===== src/pkg/pstart_pkg.sv =====
// package: register map, field layout and carriers of the packet start unit
package pstart_pkg;

	// register offsets on the plain register port
	localparam logic [15:0] TX_FIFO_TIMING_ADDR = 16'h9427;
	localparam logic [15:0] PACKET_START_ADDR   = 16'h9428;
	localparam logic [15:0] START_STATUS_ADDR   = 16'h942F;

	// reset values
	localparam logic [15:0] TX_FIFO_TIMING_RESET = 16'h0000;
	localparam logic [15:0] PACKET_START_RESET   = 16'h0034;

	// writable bits of each register
	localparam logic [15:0] TX_FIFO_TIMING_MASK = 16'h0001;
	localparam logic [15:0] PACKET_START_MASK   = 16'h007F;

	// field positions in tx_fifo_timing_select
	localparam int FIFO_TIMING_BIT = 0;

	// field positions in packet_start_control
	localparam int TX_EN_BIT    = 0;
	localparam int RX_EN_BIT    = 1;
	localparam int DELIM_BIT    = 2;
	localparam int FIXED_BIT    = 3;
	localparam int CODE_LSB     = 4;
	localparam int CODE_W       = 3;

	// field positions in the status register
	localparam int STAT_TX_BIT = 0;
	localparam int STAT_RX_BIT = 1;

	// hold length is (code + 1) times this many clock cycles, as a shift
	localparam int HOLD_UNIT_LOG2 = 3;
	localparam int HOLD_CNT_W     = 6;
	localparam int HOLD_LEN_W     = 7;

	// second nibble of the start frame delimiter on a nibble bus
	localparam logic [3:0] SFD_NIBBLE = 4'hD;

	typedef struct packed
	{
		logic       en;
		logic [3:0] data;
	} mii_nib_s;

	typedef struct packed
	{
		logic                    enable;
		logic                    delim_sel;
		logic                    fixed_sel;
		logic [CODE_W-1:0]       code;
	} start_cfg_s;

endpackage : pstart_pkg


===== src/rtl/packet_start_indicator.sv =====
// top: registers, transmit fifo and packet start indications per direction
//
// Implementation choice: the address-and-strobe port.
`timescale 1ns/1ps

module packet_start_indicator
(
	input  wire logic                 clk_i,
	input  wire logic                 reset_i,
	input  wire logic [15:0]          addr_i,
	input  wire logic [15:0]          wdata_i,
	input  wire logic                 wr_i,
	input  wire logic                 rd_i,
	output logic [15:0]               rdata_o,
	input  wire pstart_pkg::mii_nib_s rx_mii_i,
	input  wire pstart_pkg::mii_nib_s tx_mii_i,
	output pstart_pkg::mii_nib_s      tx_mii_o,
	output logic                      tx_ind_o,
	output logic                      rx_ind_o
);

	logic [15:0]            fifo_timing_q;
	logic [15:0]            start_ctrl_q;
	logic [15:0]            rdata_q;
	logic [15:0]            rd_mux;
	logic [15:0]            status;
	pstart_pkg::start_cfg_s tx_cfg;
	pstart_pkg::start_cfg_s rx_cfg;
	pstart_pkg::mii_nib_s   fifo_out;
	logic                   fifo_out_en;
	wire                    hit_timing;
	wire                    hit_ctrl;
	wire                    hit_status;
	wire                    sync_timing;

	// address decode
	assign hit_timing = (addr_i == pstart_pkg::TX_FIFO_TIMING_ADDR);
	assign hit_ctrl   = (addr_i == pstart_pkg::PACKET_START_ADDR);
	assign hit_status = (addr_i == pstart_pkg::START_STATUS_ADDR);

	assign status = {14'h0000, rx_ind_o, tx_ind_o};

	assign rd_mux = hit_timing ? fifo_timing_q :
		hit_ctrl ? start_ctrl_q :
		hit_status ? status : 16'h0000;

	assign sync_timing = fifo_timing_q[pstart_pkg::FIFO_TIMING_BIT];

	// per-direction configuration views of the control register
	assign tx_cfg = {
		start_ctrl_q[pstart_pkg::TX_EN_BIT],
		start_ctrl_q[pstart_pkg::DELIM_BIT],
		start_ctrl_q[pstart_pkg::FIXED_BIT],
		start_ctrl_q[pstart_pkg::CODE_LSB +: pstart_pkg::CODE_W]
	};
	assign rx_cfg = {
		start_ctrl_q[pstart_pkg::RX_EN_BIT],
		start_ctrl_q[pstart_pkg::DELIM_BIT],
		start_ctrl_q[pstart_pkg::FIXED_BIT],
		start_ctrl_q[pstart_pkg::CODE_LSB +: pstart_pkg::CODE_W]
	};

	always_ff @(posedge clk_i or posedge reset_i)
	begin
		if (reset_i)
		begin
			fifo_timing_q <= pstart_pkg::TX_FIFO_TIMING_RESET;
			start_ctrl_q  <= pstart_pkg::PACKET_START_RESET;
			rdata_q       <= 16'h0000;
		end
		else
		begin
			if (wr_i && hit_timing)
				fifo_timing_q <= wdata_i & pstart_pkg::TX_FIFO_TIMING_MASK;
			if (wr_i && hit_ctrl)
				start_ctrl_q <= wdata_i & pstart_pkg::PACKET_START_MASK;
			rdata_q <= rd_i ? rd_mux : 16'h0000;
		end
	end

	assign rdata_o = rdata_q;

	// transmit data passes the fifo before detection
	tx_timing_fifo u_tx_fifo
	(
		.clk_i    (clk_i),
		.reset_i  (reset_i),
		.sync_i   (sync_timing),
		.nib_i    (tx_mii_i),
		.nib_en_o (fifo_out_en),
		.nib_o    (fifo_out)
	);

	assign tx_mii_o = fifo_out;

	start_detector u_tx_det
	(
		.clk_i   (clk_i),
		.reset_i (reset_i),
		.nib_i   (fifo_out),
		.cfg_i   (tx_cfg),
		.ind_o   (tx_ind_o)
	);

	start_detector u_rx_det
	(
		.clk_i   (clk_i),
		.reset_i (reset_i),
		.nib_i   (rx_mii_i),
		.cfg_i   (rx_cfg),
		.ind_o   (rx_ind_o)
	);

	// helper: cycles each indication has been high
	logic [7:0] rx_hold_q;
	logic [7:0] tx_hold_q;
	logic [7:0] ctrl_len;

	assign ctrl_len = ({5'h00, rx_cfg.code} + 8'h01)
		<< pstart_pkg::HOLD_UNIT_LOG2;

	always_ff @(posedge clk_i or posedge reset_i)
	begin
		if (reset_i)
		begin
			rx_hold_q <= 8'h00;
			tx_hold_q <= 8'h00;
		end
		else
		begin
			rx_hold_q <= rx_ind_o ? rx_hold_q + 8'h01 : 8'h00;
			tx_hold_q <= tx_ind_o ? tx_hold_q + 8'h01 : 8'h00;
		end
	end
endmodule : packet_start_indicator


===== src/rtl/tx_timing_fifo.sv =====
// transmit fifo: two-stage prefill, or one stage in synchronous timing
`timescale 1ns/1ps
module tx_timing_fifo
(
	input  wire logic                clk_i,
	input  wire logic                reset_i,
	input  wire logic                sync_i,
	input  wire pstart_pkg::mii_nib_s nib_i,
	output logic                     nib_en_o,
	output pstart_pkg::mii_nib_s     nib_o
);

	pstart_pkg::mii_nib_s stage_q;
	pstart_pkg::mii_nib_s out_q;
	pstart_pkg::mii_nib_s out_d;

	// synchronous timing skips the prefill stage to cut latency
	assign out_d    = sync_i ? nib_i : stage_q;
	assign nib_o    = out_q;
	assign nib_en_o = out_q.en;

	always_ff @(posedge clk_i or posedge reset_i)
	begin
		if (reset_i)
		begin
			stage_q <= '0;
			out_q   <= '0;
		end
		else
		begin
			stage_q <= nib_i;
			out_q   <= out_d;
		end
	end

endmodule : tx_timing_fifo


===== src/rtl/start_detector.sv =====
// one direction of packet start detection with optional fixed hold length
`timescale 1ns/1ps
module start_detector
(
	input  wire logic                   clk_i,
	input  wire logic                   reset_i,
	input  wire pstart_pkg::mii_nib_s   nib_i,
	input  wire pstart_pkg::start_cfg_s cfg_i,
	output logic                        ind_o
);

	typedef enum logic [1:0] {IDLE, HOLD, SPENT} det_state_e;

	det_state_e                            state_q;
	det_state_e                            state_d;
	logic [pstart_pkg::HOLD_CNT_W-1:0]     cnt_q;
	logic [pstart_pkg::HOLD_CNT_W-1:0]     cnt_d;
	logic                                  prev_en_q;
	logic                                  ind_q;
	logic [pstart_pkg::HOLD_LEN_W-1:0]     hold_len;
	wire                                   at_last;
	wire                                   trigger;

	assign hold_len = ({4'h0, cfg_i.code} + 7'h01)
		<< pstart_pkg::HOLD_UNIT_LOG2;
	assign at_last  = ({1'b0, cnt_q} == (hold_len - 7'h01));
	// delimiter nibble, or the first nibble of the frame
	assign trigger  = nib_i.en && (cfg_i.delim_sel ?
		(nib_i.data == pstart_pkg::SFD_NIBBLE) : !prev_en_q);
	assign ind_o    = ind_q;

	always_comb
	begin
		state_d = state_q;
		cnt_d   = cnt_q;
		case (state_q)
			IDLE:
			begin
				if (trigger)
				begin
					// a frame seen while disabled is skipped whole
					state_d = cfg_i.enable ? HOLD : SPENT;
					cnt_d   = '0;
				end
			end
			HOLD:
			begin
				cnt_d = cnt_q + 6'h01;
				if (!nib_i.en)
					state_d = IDLE;
				else if (!cfg_i.enable)
					state_d = SPENT;
				else if (cfg_i.fixed_sel && at_last)
					state_d = SPENT;
			end
			SPENT:
			begin
				if (!nib_i.en)
					state_d = IDLE;
			end
			default:
				state_d = IDLE;
		endcase
	end

	always_ff @(posedge clk_i or posedge reset_i)
	begin
		if (reset_i)
		begin
			state_q   <= IDLE;
			cnt_q     <= '0;
			prev_en_q <= 1'b0;
			ind_q     <= 1'b0;
		end
		else
		begin
			state_q   <= state_d;
			cnt_q     <= cnt_d;
			prev_en_q <= nib_i.en;
			ind_q     <= (state_d == HOLD);
		end
	end

endmodule : start_detector


===== config.mk =====
export PLATFORM = sky130hd
export DESIGN_NAME = packet_start_indicator
export DESIGN_NICKNAME = d
export VERILOG_FILES = /design/src/pkg/pstart_pkg.sv /design/src/rtl/packet_start_indicator.sv /design/src/rtl/tx_timing_fifo.sv /design/src/rtl/start_detector.sv
export SDC_FILE = /design/constraint.sdc
export NUM_CORES = 1
export LEC_CHECK = 0
export ABC_CLOCK_PERIOD_IN_PS = 1600
export BUFFER_PORTS_ARGS = -buffer_cell sky130_fd_sc_hd__buf_2
export CAP_MARGIN = 15
export CORE_ASPECT_RATIO = 1.4
export CORE_MARGIN = 2
export CORE_UTILIZATION = 46
export DETAILED_ROUTE_END_ITERATION = 8
export PLACE_DENSITY = 0.79
export SLEW_MARGIN = 10
export SYNTH_ARGS = -nofsm -noshare
export SYNTH_HDL_FRONTEND = slang
export SYNTH_HIERARCHICAL = 1
export SYNTH_SLANG_ARGS = --single-unit

===== constraint.sdc =====
create_clock -name clk_i -period 1.6 [get_ports clk_i]
set_input_delay 0.08 -clock clk_i [delete_from_list [all_inputs] [get_ports clk_i]]
set_output_delay 0.08 -clock clk_i [all_outputs]
set_load 0.03 [all_outputs]

# After elaboration in Yosys (flattened, before gate mapping)

Cells that the tools add are included.

Multipliers: 0
Bitwise logic cells: 0
Divide/modulo/power cells: 0
Order comparisons: 0
Mux-type cells: 25
Shift operators: 0
Equal/unequal tests: 15
Add/subtract/negate cells: 4
Reductions and logical operators: 14

Operator list:

| operator                                                                 | number |
|---|---|
| 16-bit equality test (second input constant)                             | 3 |
| 2-bit two-way mux                                                        | 13 |
| 6-bit one-hot mux with 2 select lines                                    | 2 |
| 7-bit two-way mux                                                        | 3 |
| 6-bit by 7-bit equality test with 1-bit output                           | 2 |
| 6-bit by 1-bit adder with 6-bit output (second input constant)           | 2 |
| 6-bit two-way mux                                                        | 2 |
| 2-bit one-hot mux with 3 select lines                                    | 2 |
| 2-bit by 1-bit equality test with 1-bit output (second input constant)   | 4 |
| 4-bit equality test (second input constant)                              | 2 |
| 7-bit by 1-bit subtractor with 7-bit output (second input constant)      | 1 |
| 1-bit logical AND                                                        | 6 |
| 5-bit two-way mux                                                        | 1 |
| 3-bit by 1-bit adder with 4-bit output (second input constant)           | 1 |
| 2-bit equality test (second input constant)                              | 2 |
| 2-bit logical NOT                                                        | 2 |
| 2-bit by 1-bit inequality test with 1-bit output (second input constant) | 2 |
| 2-bit AND reduction                                                      | 2 |
| 2-bit nonzero test                                                       | 2 |
| 1-bit logical NOT                                                        | 2 |
| 1-bit two-way mux                                                        | 2 |

Memories kept: 0
Bits in read-only memories: 0
Bits in writable memories: 0
Register bits after elaboration: 45
Word-level logic and storage cells: 73
Bits of input ports: 46
Output and inout bits: 23
Latch bits: 0

# Longest topological paths before layout

Depth in word-level cells: 9
Depth in mapped cells: 6
Mapped depth without buffers: 6

# Hierarchy

The synthesis kept the hierarchy.

By module, submodules not included:

| module                 | area each (µm²) | sequential area each (µm²) | cells an instance | times used |
|---|---|---|---|---|
| start_detector         | 636.9           | 250.2                      | 64                | 2 |
| packet_start_indicator | 752.0           | 379.1                      | 59                | 1 |
| tx_timing_fifo         | 317.8           | 250.2                      | 17                | 1 |

# Least setup slack after synthesis

No wires, ideal clock.

Path type: register -> register
Start: register start_ctrl_q[4]
End: register u_tx_det.state_q[1]
Cell stages (with the launch flop): 7
Path buffers: 0
Setup time: 67 ps
Data arrival time: 1689 ps
Required time: 1533 ps
Clock period less this slack: 1756 ps
Setup slack: -156 ps
Cells stage by stage: dfstp_2 -> ha_1 -> xnor2_1 -> xnor2_1 -> o21ai_1 -> a311oi_2 -> a311o_1

Cells in the longest elaborated chain, start to end: 8

RTL lines:

| element                                        | line                         | RTL |
|---|---|---|
| from (decl)                                    | packet_start_indicator.sv:23 | `logic [15:0] start_ctrl_q;` |
| from (signal assigned)                         | packet_start_indicator.sv:68 | `start_ctrl_q <= pstart_pkg::PACKET_START_RESET;` |
| from (signal assigned)                         | packet_start_indicator.sv:76 | `start_ctrl_q <= wdata_i & pstart_pkg::PACKET_START_MASK;` |
| 3-bit by 1-bit adder with 4-bit output         | start_detector.sv:24         | `assign hold_len = ({4'h0, cfg_i.code} + 7'h01)` |
| 7-bit by 1-bit subtractor with 7-bit output    | start_detector.sv:26         | `assign at_last = ({1'b0, cnt_q} == (hold_len - 7'h01));` |
| 6-bit by 7-bit equality test with 1-bit output | start_detector.sv:26         |  |
| 1-bit logical AND                              | start_detector.sv:53         | `else if (cfg_i.fixed_sel && at_last)` |
| 2-bit two-way mux                              | start_detector.sv:53         |  |
| 2-bit two-way mux                              | start_detector.sv:51         | `else if (!cfg_i.enable)` |
| 2-bit two-way mux                              | start_detector.sv:49         | `if (!nib_i.en)` |
| 2-bit one-hot mux with 3 select lines          | start_detector.sv:36         | `case (state_q)` |
| net u_tx_det.state_d[1]                        | start_detector.sv:15         | `det_state_e state_d;` |
| to (signal assigned)                           | start_detector.sv:77         | `state_q <= state_d;` |
| to (decl)                                      | start_detector.sv:14         | `det_state_e state_q;` |

The timed path passes the listed nets, and every way through them passes these cells.
A chain may end at the register's enable or synchronous reset.

# Worst setup path after layout

Start: register start_ctrl_q[4]
End: register u_rx_det.state_q[1]

Cells in the longest elaborated chain, start to end: 8

RTL lines:

| element                                        | line |
|---|---|
| 3-bit by 1-bit adder with 4-bit output         | start_detector.sv:24 |
| 7-bit by 1-bit subtractor with 7-bit output    | start_detector.sv:26 |
| 6-bit by 7-bit equality test with 1-bit output | start_detector.sv:26 |
| 1-bit logical AND                              | start_detector.sv:53 |
| 2-bit two-way mux                              | start_detector.sv:53 |
| 2-bit two-way mux                              | start_detector.sv:51 |
| 2-bit two-way mux                              | start_detector.sv:49 |
| 2-bit one-hot mux with 3 select lines          | start_detector.sv:36 |
| net u_rx_det.state_d[1]                        | start_detector.sv:15 |
| to (signal assigned)                           | start_detector.sv:77 |
| to (decl)                                      | start_detector.sv:14 |

The timed path passes the listed nets, and every way through them passes these cells.

==> reports/qor.yml <==
clock_tree:
  cts_root_buffer: "clkbuf_8"
  clock_latency_ps: 300
  cts.clk_slew.worst_paths_ps: 90
  cts_max_level: 2
  cts_tree: "done"
  cts_made_buffers: 5
  cts_sinks: 45
  clock_path_buffers: 2
logic_synthesis:
  synth_edf_count: 0
  syn-cell-area_um2: 2343
  synth_flop_cell: "dfrtp_1"
  synthArstFlopShare_pct: 100.0
  seq_area_frac_synth_pct: 48.21
  synth.most_common_cell: "dfrtp_1"
  synth-seq-cells: 45
  syn_avg_cell_area_um2: 11.49
  yosys_warnings: 6
  synth_top_area_share_pct: 44.85
  synth_cells: 204
  synth_common_cells: "dfrtp_1, xnor2_1, nand2_1"
  yosys.area.top_type: "dfrtp_1"
  ys_types: 43
  synth.area.top_cells: "dfrtp_1, mux2_4, xnor2_1, dfstp_2, buf_4"
critical_path:
  arrival_ps: 2100
  cpMostUsedCell: "buf_4"
  crit_path_start_kind: "flip-flop"
  slowest_stage: "dfstp_2"
  cp_top_family: "flip-flops"
  endpoint_kind: "flip-flop"
  cpPeakStageDelay_ps: 660
  path_class: "flip-flop to flip-flop"
  crit_chain: "buf_4 > buf_4 > xnor2_1 > nand4_1 > a311oi_2 > a311o_1"
  reg2reg_slack_ps: -250
  cp_num_buf_inv: 2
  worstPathMaxFanout: 6
  crit_required_ps: 1840
pwr:
  p_total_uw: 2360
  power_density_nw_per_um2: 781.9
  leakagePower_uw: 0.001371
  irDropWorstVdd_v: 0.0005909
finish:
  stdcell_area_um2: 3018
  n_antenna_cell: 0
  final_nets: 331
  drive_above_1_share_pct: 38.21
  syn2layout_area_growth_pct: 28.78
die:
  coreArea_um2: 4880
  io_pins: 69
  num_rows: 30
  die_h_um: 88.45
  start_util_pct: 48.03
  dieArea_um2: 5690
  die_w_um: 64.33
timing:
  rsz0062_at_grt: "true"
  setup_slack_ps: -253.8
  finalClockSkew_ps: 6.480
  hold_viol: 0
  setup_viol: 6
  tightest_slew_ps: 612.1
  fin_crit_sh_pct: 115.9
  max_slew_margin_pct: 59.15
  finalSetupTns_ps: -1351
  fmax_ghz: 0.5394
  drv_slew: 0
  finalCriticalPeriod_ps: 1854
detailed_routing:
  drtIter0Drc: 130
  routed-via-count: 1778
  drcViolationCount: 0
  dr.pass1.iters: 4
  avgViaCountPerCell: 5.169
  totalWireLength_mm: 4.930
  routedWlPerCell_um: 14.33
  ant_nets: 0
global_route:
  grt_max_degree: 17
  grt_pass1_wl_mm: 8.079
  grt_pass1_vias: 1790
  grt_usage_pct: 18.45
  grt.overflow.total: 0
  antenna_found_initial: 0
placed_design:
  placed_cell_area_um2: 2674
  dp_hpwl_mm: 3.551
  io_buffers: 50
  globalplace.congestion: 0.8306
status:
  violations: "negative setup slack"
  status: "finished with violations"
run:
  maxCapViolCount: 0
min_path:
  min_path_type: "primary input to flip-flop"
-- through the flow --
stage | setup WS, ps | cells | util (%) | hold slack, ps
finish | -253.8 | 344 | 61.85 | 12.08
global route | -325.7 | 344 | 61.85 | 3.947
CTS | -232.4 | 343 | 60.46 | 3.914
detailed placement | -206.3 | 321 | 54.79 | 105.0
global placement | -142.8 | 321 | 54.79 | 92.34
floorplan | -156.4 | 212 | - | -79.82
-- layout by cell type, fill, tap and decap left out, types with 3 or more instances in the layout --
cell / synthesis / layout
ha_4: 0 / 3
dlygate4sd3_1: 0 / 12
nor2_1: 7 / 7
nor3_1: 3 / 3
xnor2_1: 12 / 10
buf_4: 10 / 10
buf_2: 0 / 50
nand3b_1: 4 / 4
nand2_1: 11 / 11
a31oi_1: 4 / 4
mux2_2: 6 / 6
nand2b_1: 6 / 6
conb_1: 1 / 9
and2_1: 6 / 6
nor2b_1: 4 / 3
mux2_4: 7 / 7
dfrtp_1: 42 / 42
inv_1: 10 / 10
o21ai_1: 4 / 4
nand3_1: 8 / 8
dfstp_2: 3 / 3
clkbuf_8: 0 / 5
a21oi_1: 8 / 8
-- cell families (layout without fill, tap and decap cells) --
| logic type | Yosys count | after routing | share of synthesized area (%) |
|---|---|---|---|
| flip-flops | 45 | 45 | 48.21 |
| adder cells (fa/ha/maj) | 6 | 6 | 3.203 |
| other | 1 | 9 | 0.1600 |
| XOR/XNOR | 12 | 12 | 4.485 |
| buffers and inverters | 22 | 90 | 5.126 |
| AND/OR/NAND/NOR | 66 | 66 | 17.89 |
| AO/OA/AOI/OAI | 37 | 37 | 12.71 |
| multiplexers | 15 | 15 | 8.222 |
-- cell type report --
class                           instances  area (um2)
Tap cell                               64       80.08
Timing Repair Buffer                   72       445.4
Fill cell                             407        1862
Clock buffer                            5       68.82
Sequential cell                        45        1130
Clock inverter                          3       50.05
Multi-Input combinational cell        145        1206
Inverter                               10       37.54
-- worst register-to-register path, delay by kind of cell (launching register included) --
family          cells  cell delay (ps)
flops               1              660
compound gates      2              630
buf+inv             2              270
simple gates        1              130
xor+xnor            1              110
-- sequential cells by signal (all words and copies together), names as in the netlist, 2 cells and up --
register and flops:
u_rx_det/cnt_q 6, start_ctrl_q 7, u_tx_fifo/stage_q 5, u_tx_det/cnt_q 6, u_tx_fifo/nib_o 4, u_rx_det/state_q 2
u_tx_det/state_q 2, rdata_o 7
-- metal layers --
layer  vias up  routed length (um)  global-route usage [%]
met1       870                1943                   20.76
met3         4                 163                   3.944
li1        865                   -                       -
met4         0                  36                   4.642
met2        39                2785                   35.32
met5         -                   0                       0
-- final timing paths --
path,start,end,depth (start not counted)
setup / recovery,start_ctrl_q[4]$_DFFE_PP1P_,u_rx_det/state_q[1]$_DFF_PP0_,6
min in group asynchronous,reset_i,u_tx_fifo/stage_q[0]$_DFF_PP0_,3
hold reg to reg,u_tx_fifo/stage_q[4]$_DFF_PP0_,u_tx_fifo/nib_en_o$_DFF_PP0_,1
max in group asynchronous,reset_i,start_ctrl_q[6]$_DFFE_PP0P_,3
setup reg to reg,start_ctrl_q[4]$_DFFE_PP1P_,u_rx_det/state_q[1]$_DFF_PP0_,6
hold / removal,wdata_i[5],start_ctrl_q[5]$_DFFE_PP1P_,2
-- power breakdown --
group	switching, uW	internal, uW	leakage [uW]
combinational	138	120	0.000727
clock	411	479	0.0000603
sequential	38.1	1170	0.000584
total	587	1770	0.00137
-- what timing repair did --
| item | in CTS | in global routing |
|---|---|---|
| pin swaps | 3 | 10 |
| setup endpoints to repair | 6 | 6 |
| endpoints found under the hold margin | 53 | 0 |
| gates resized for setup | 4 | 7 |
| setup buffers | 2 | 1 |
| hold buffers | 12 | 0 |
No activity file was read; power rests on OpenSTA's default activity.
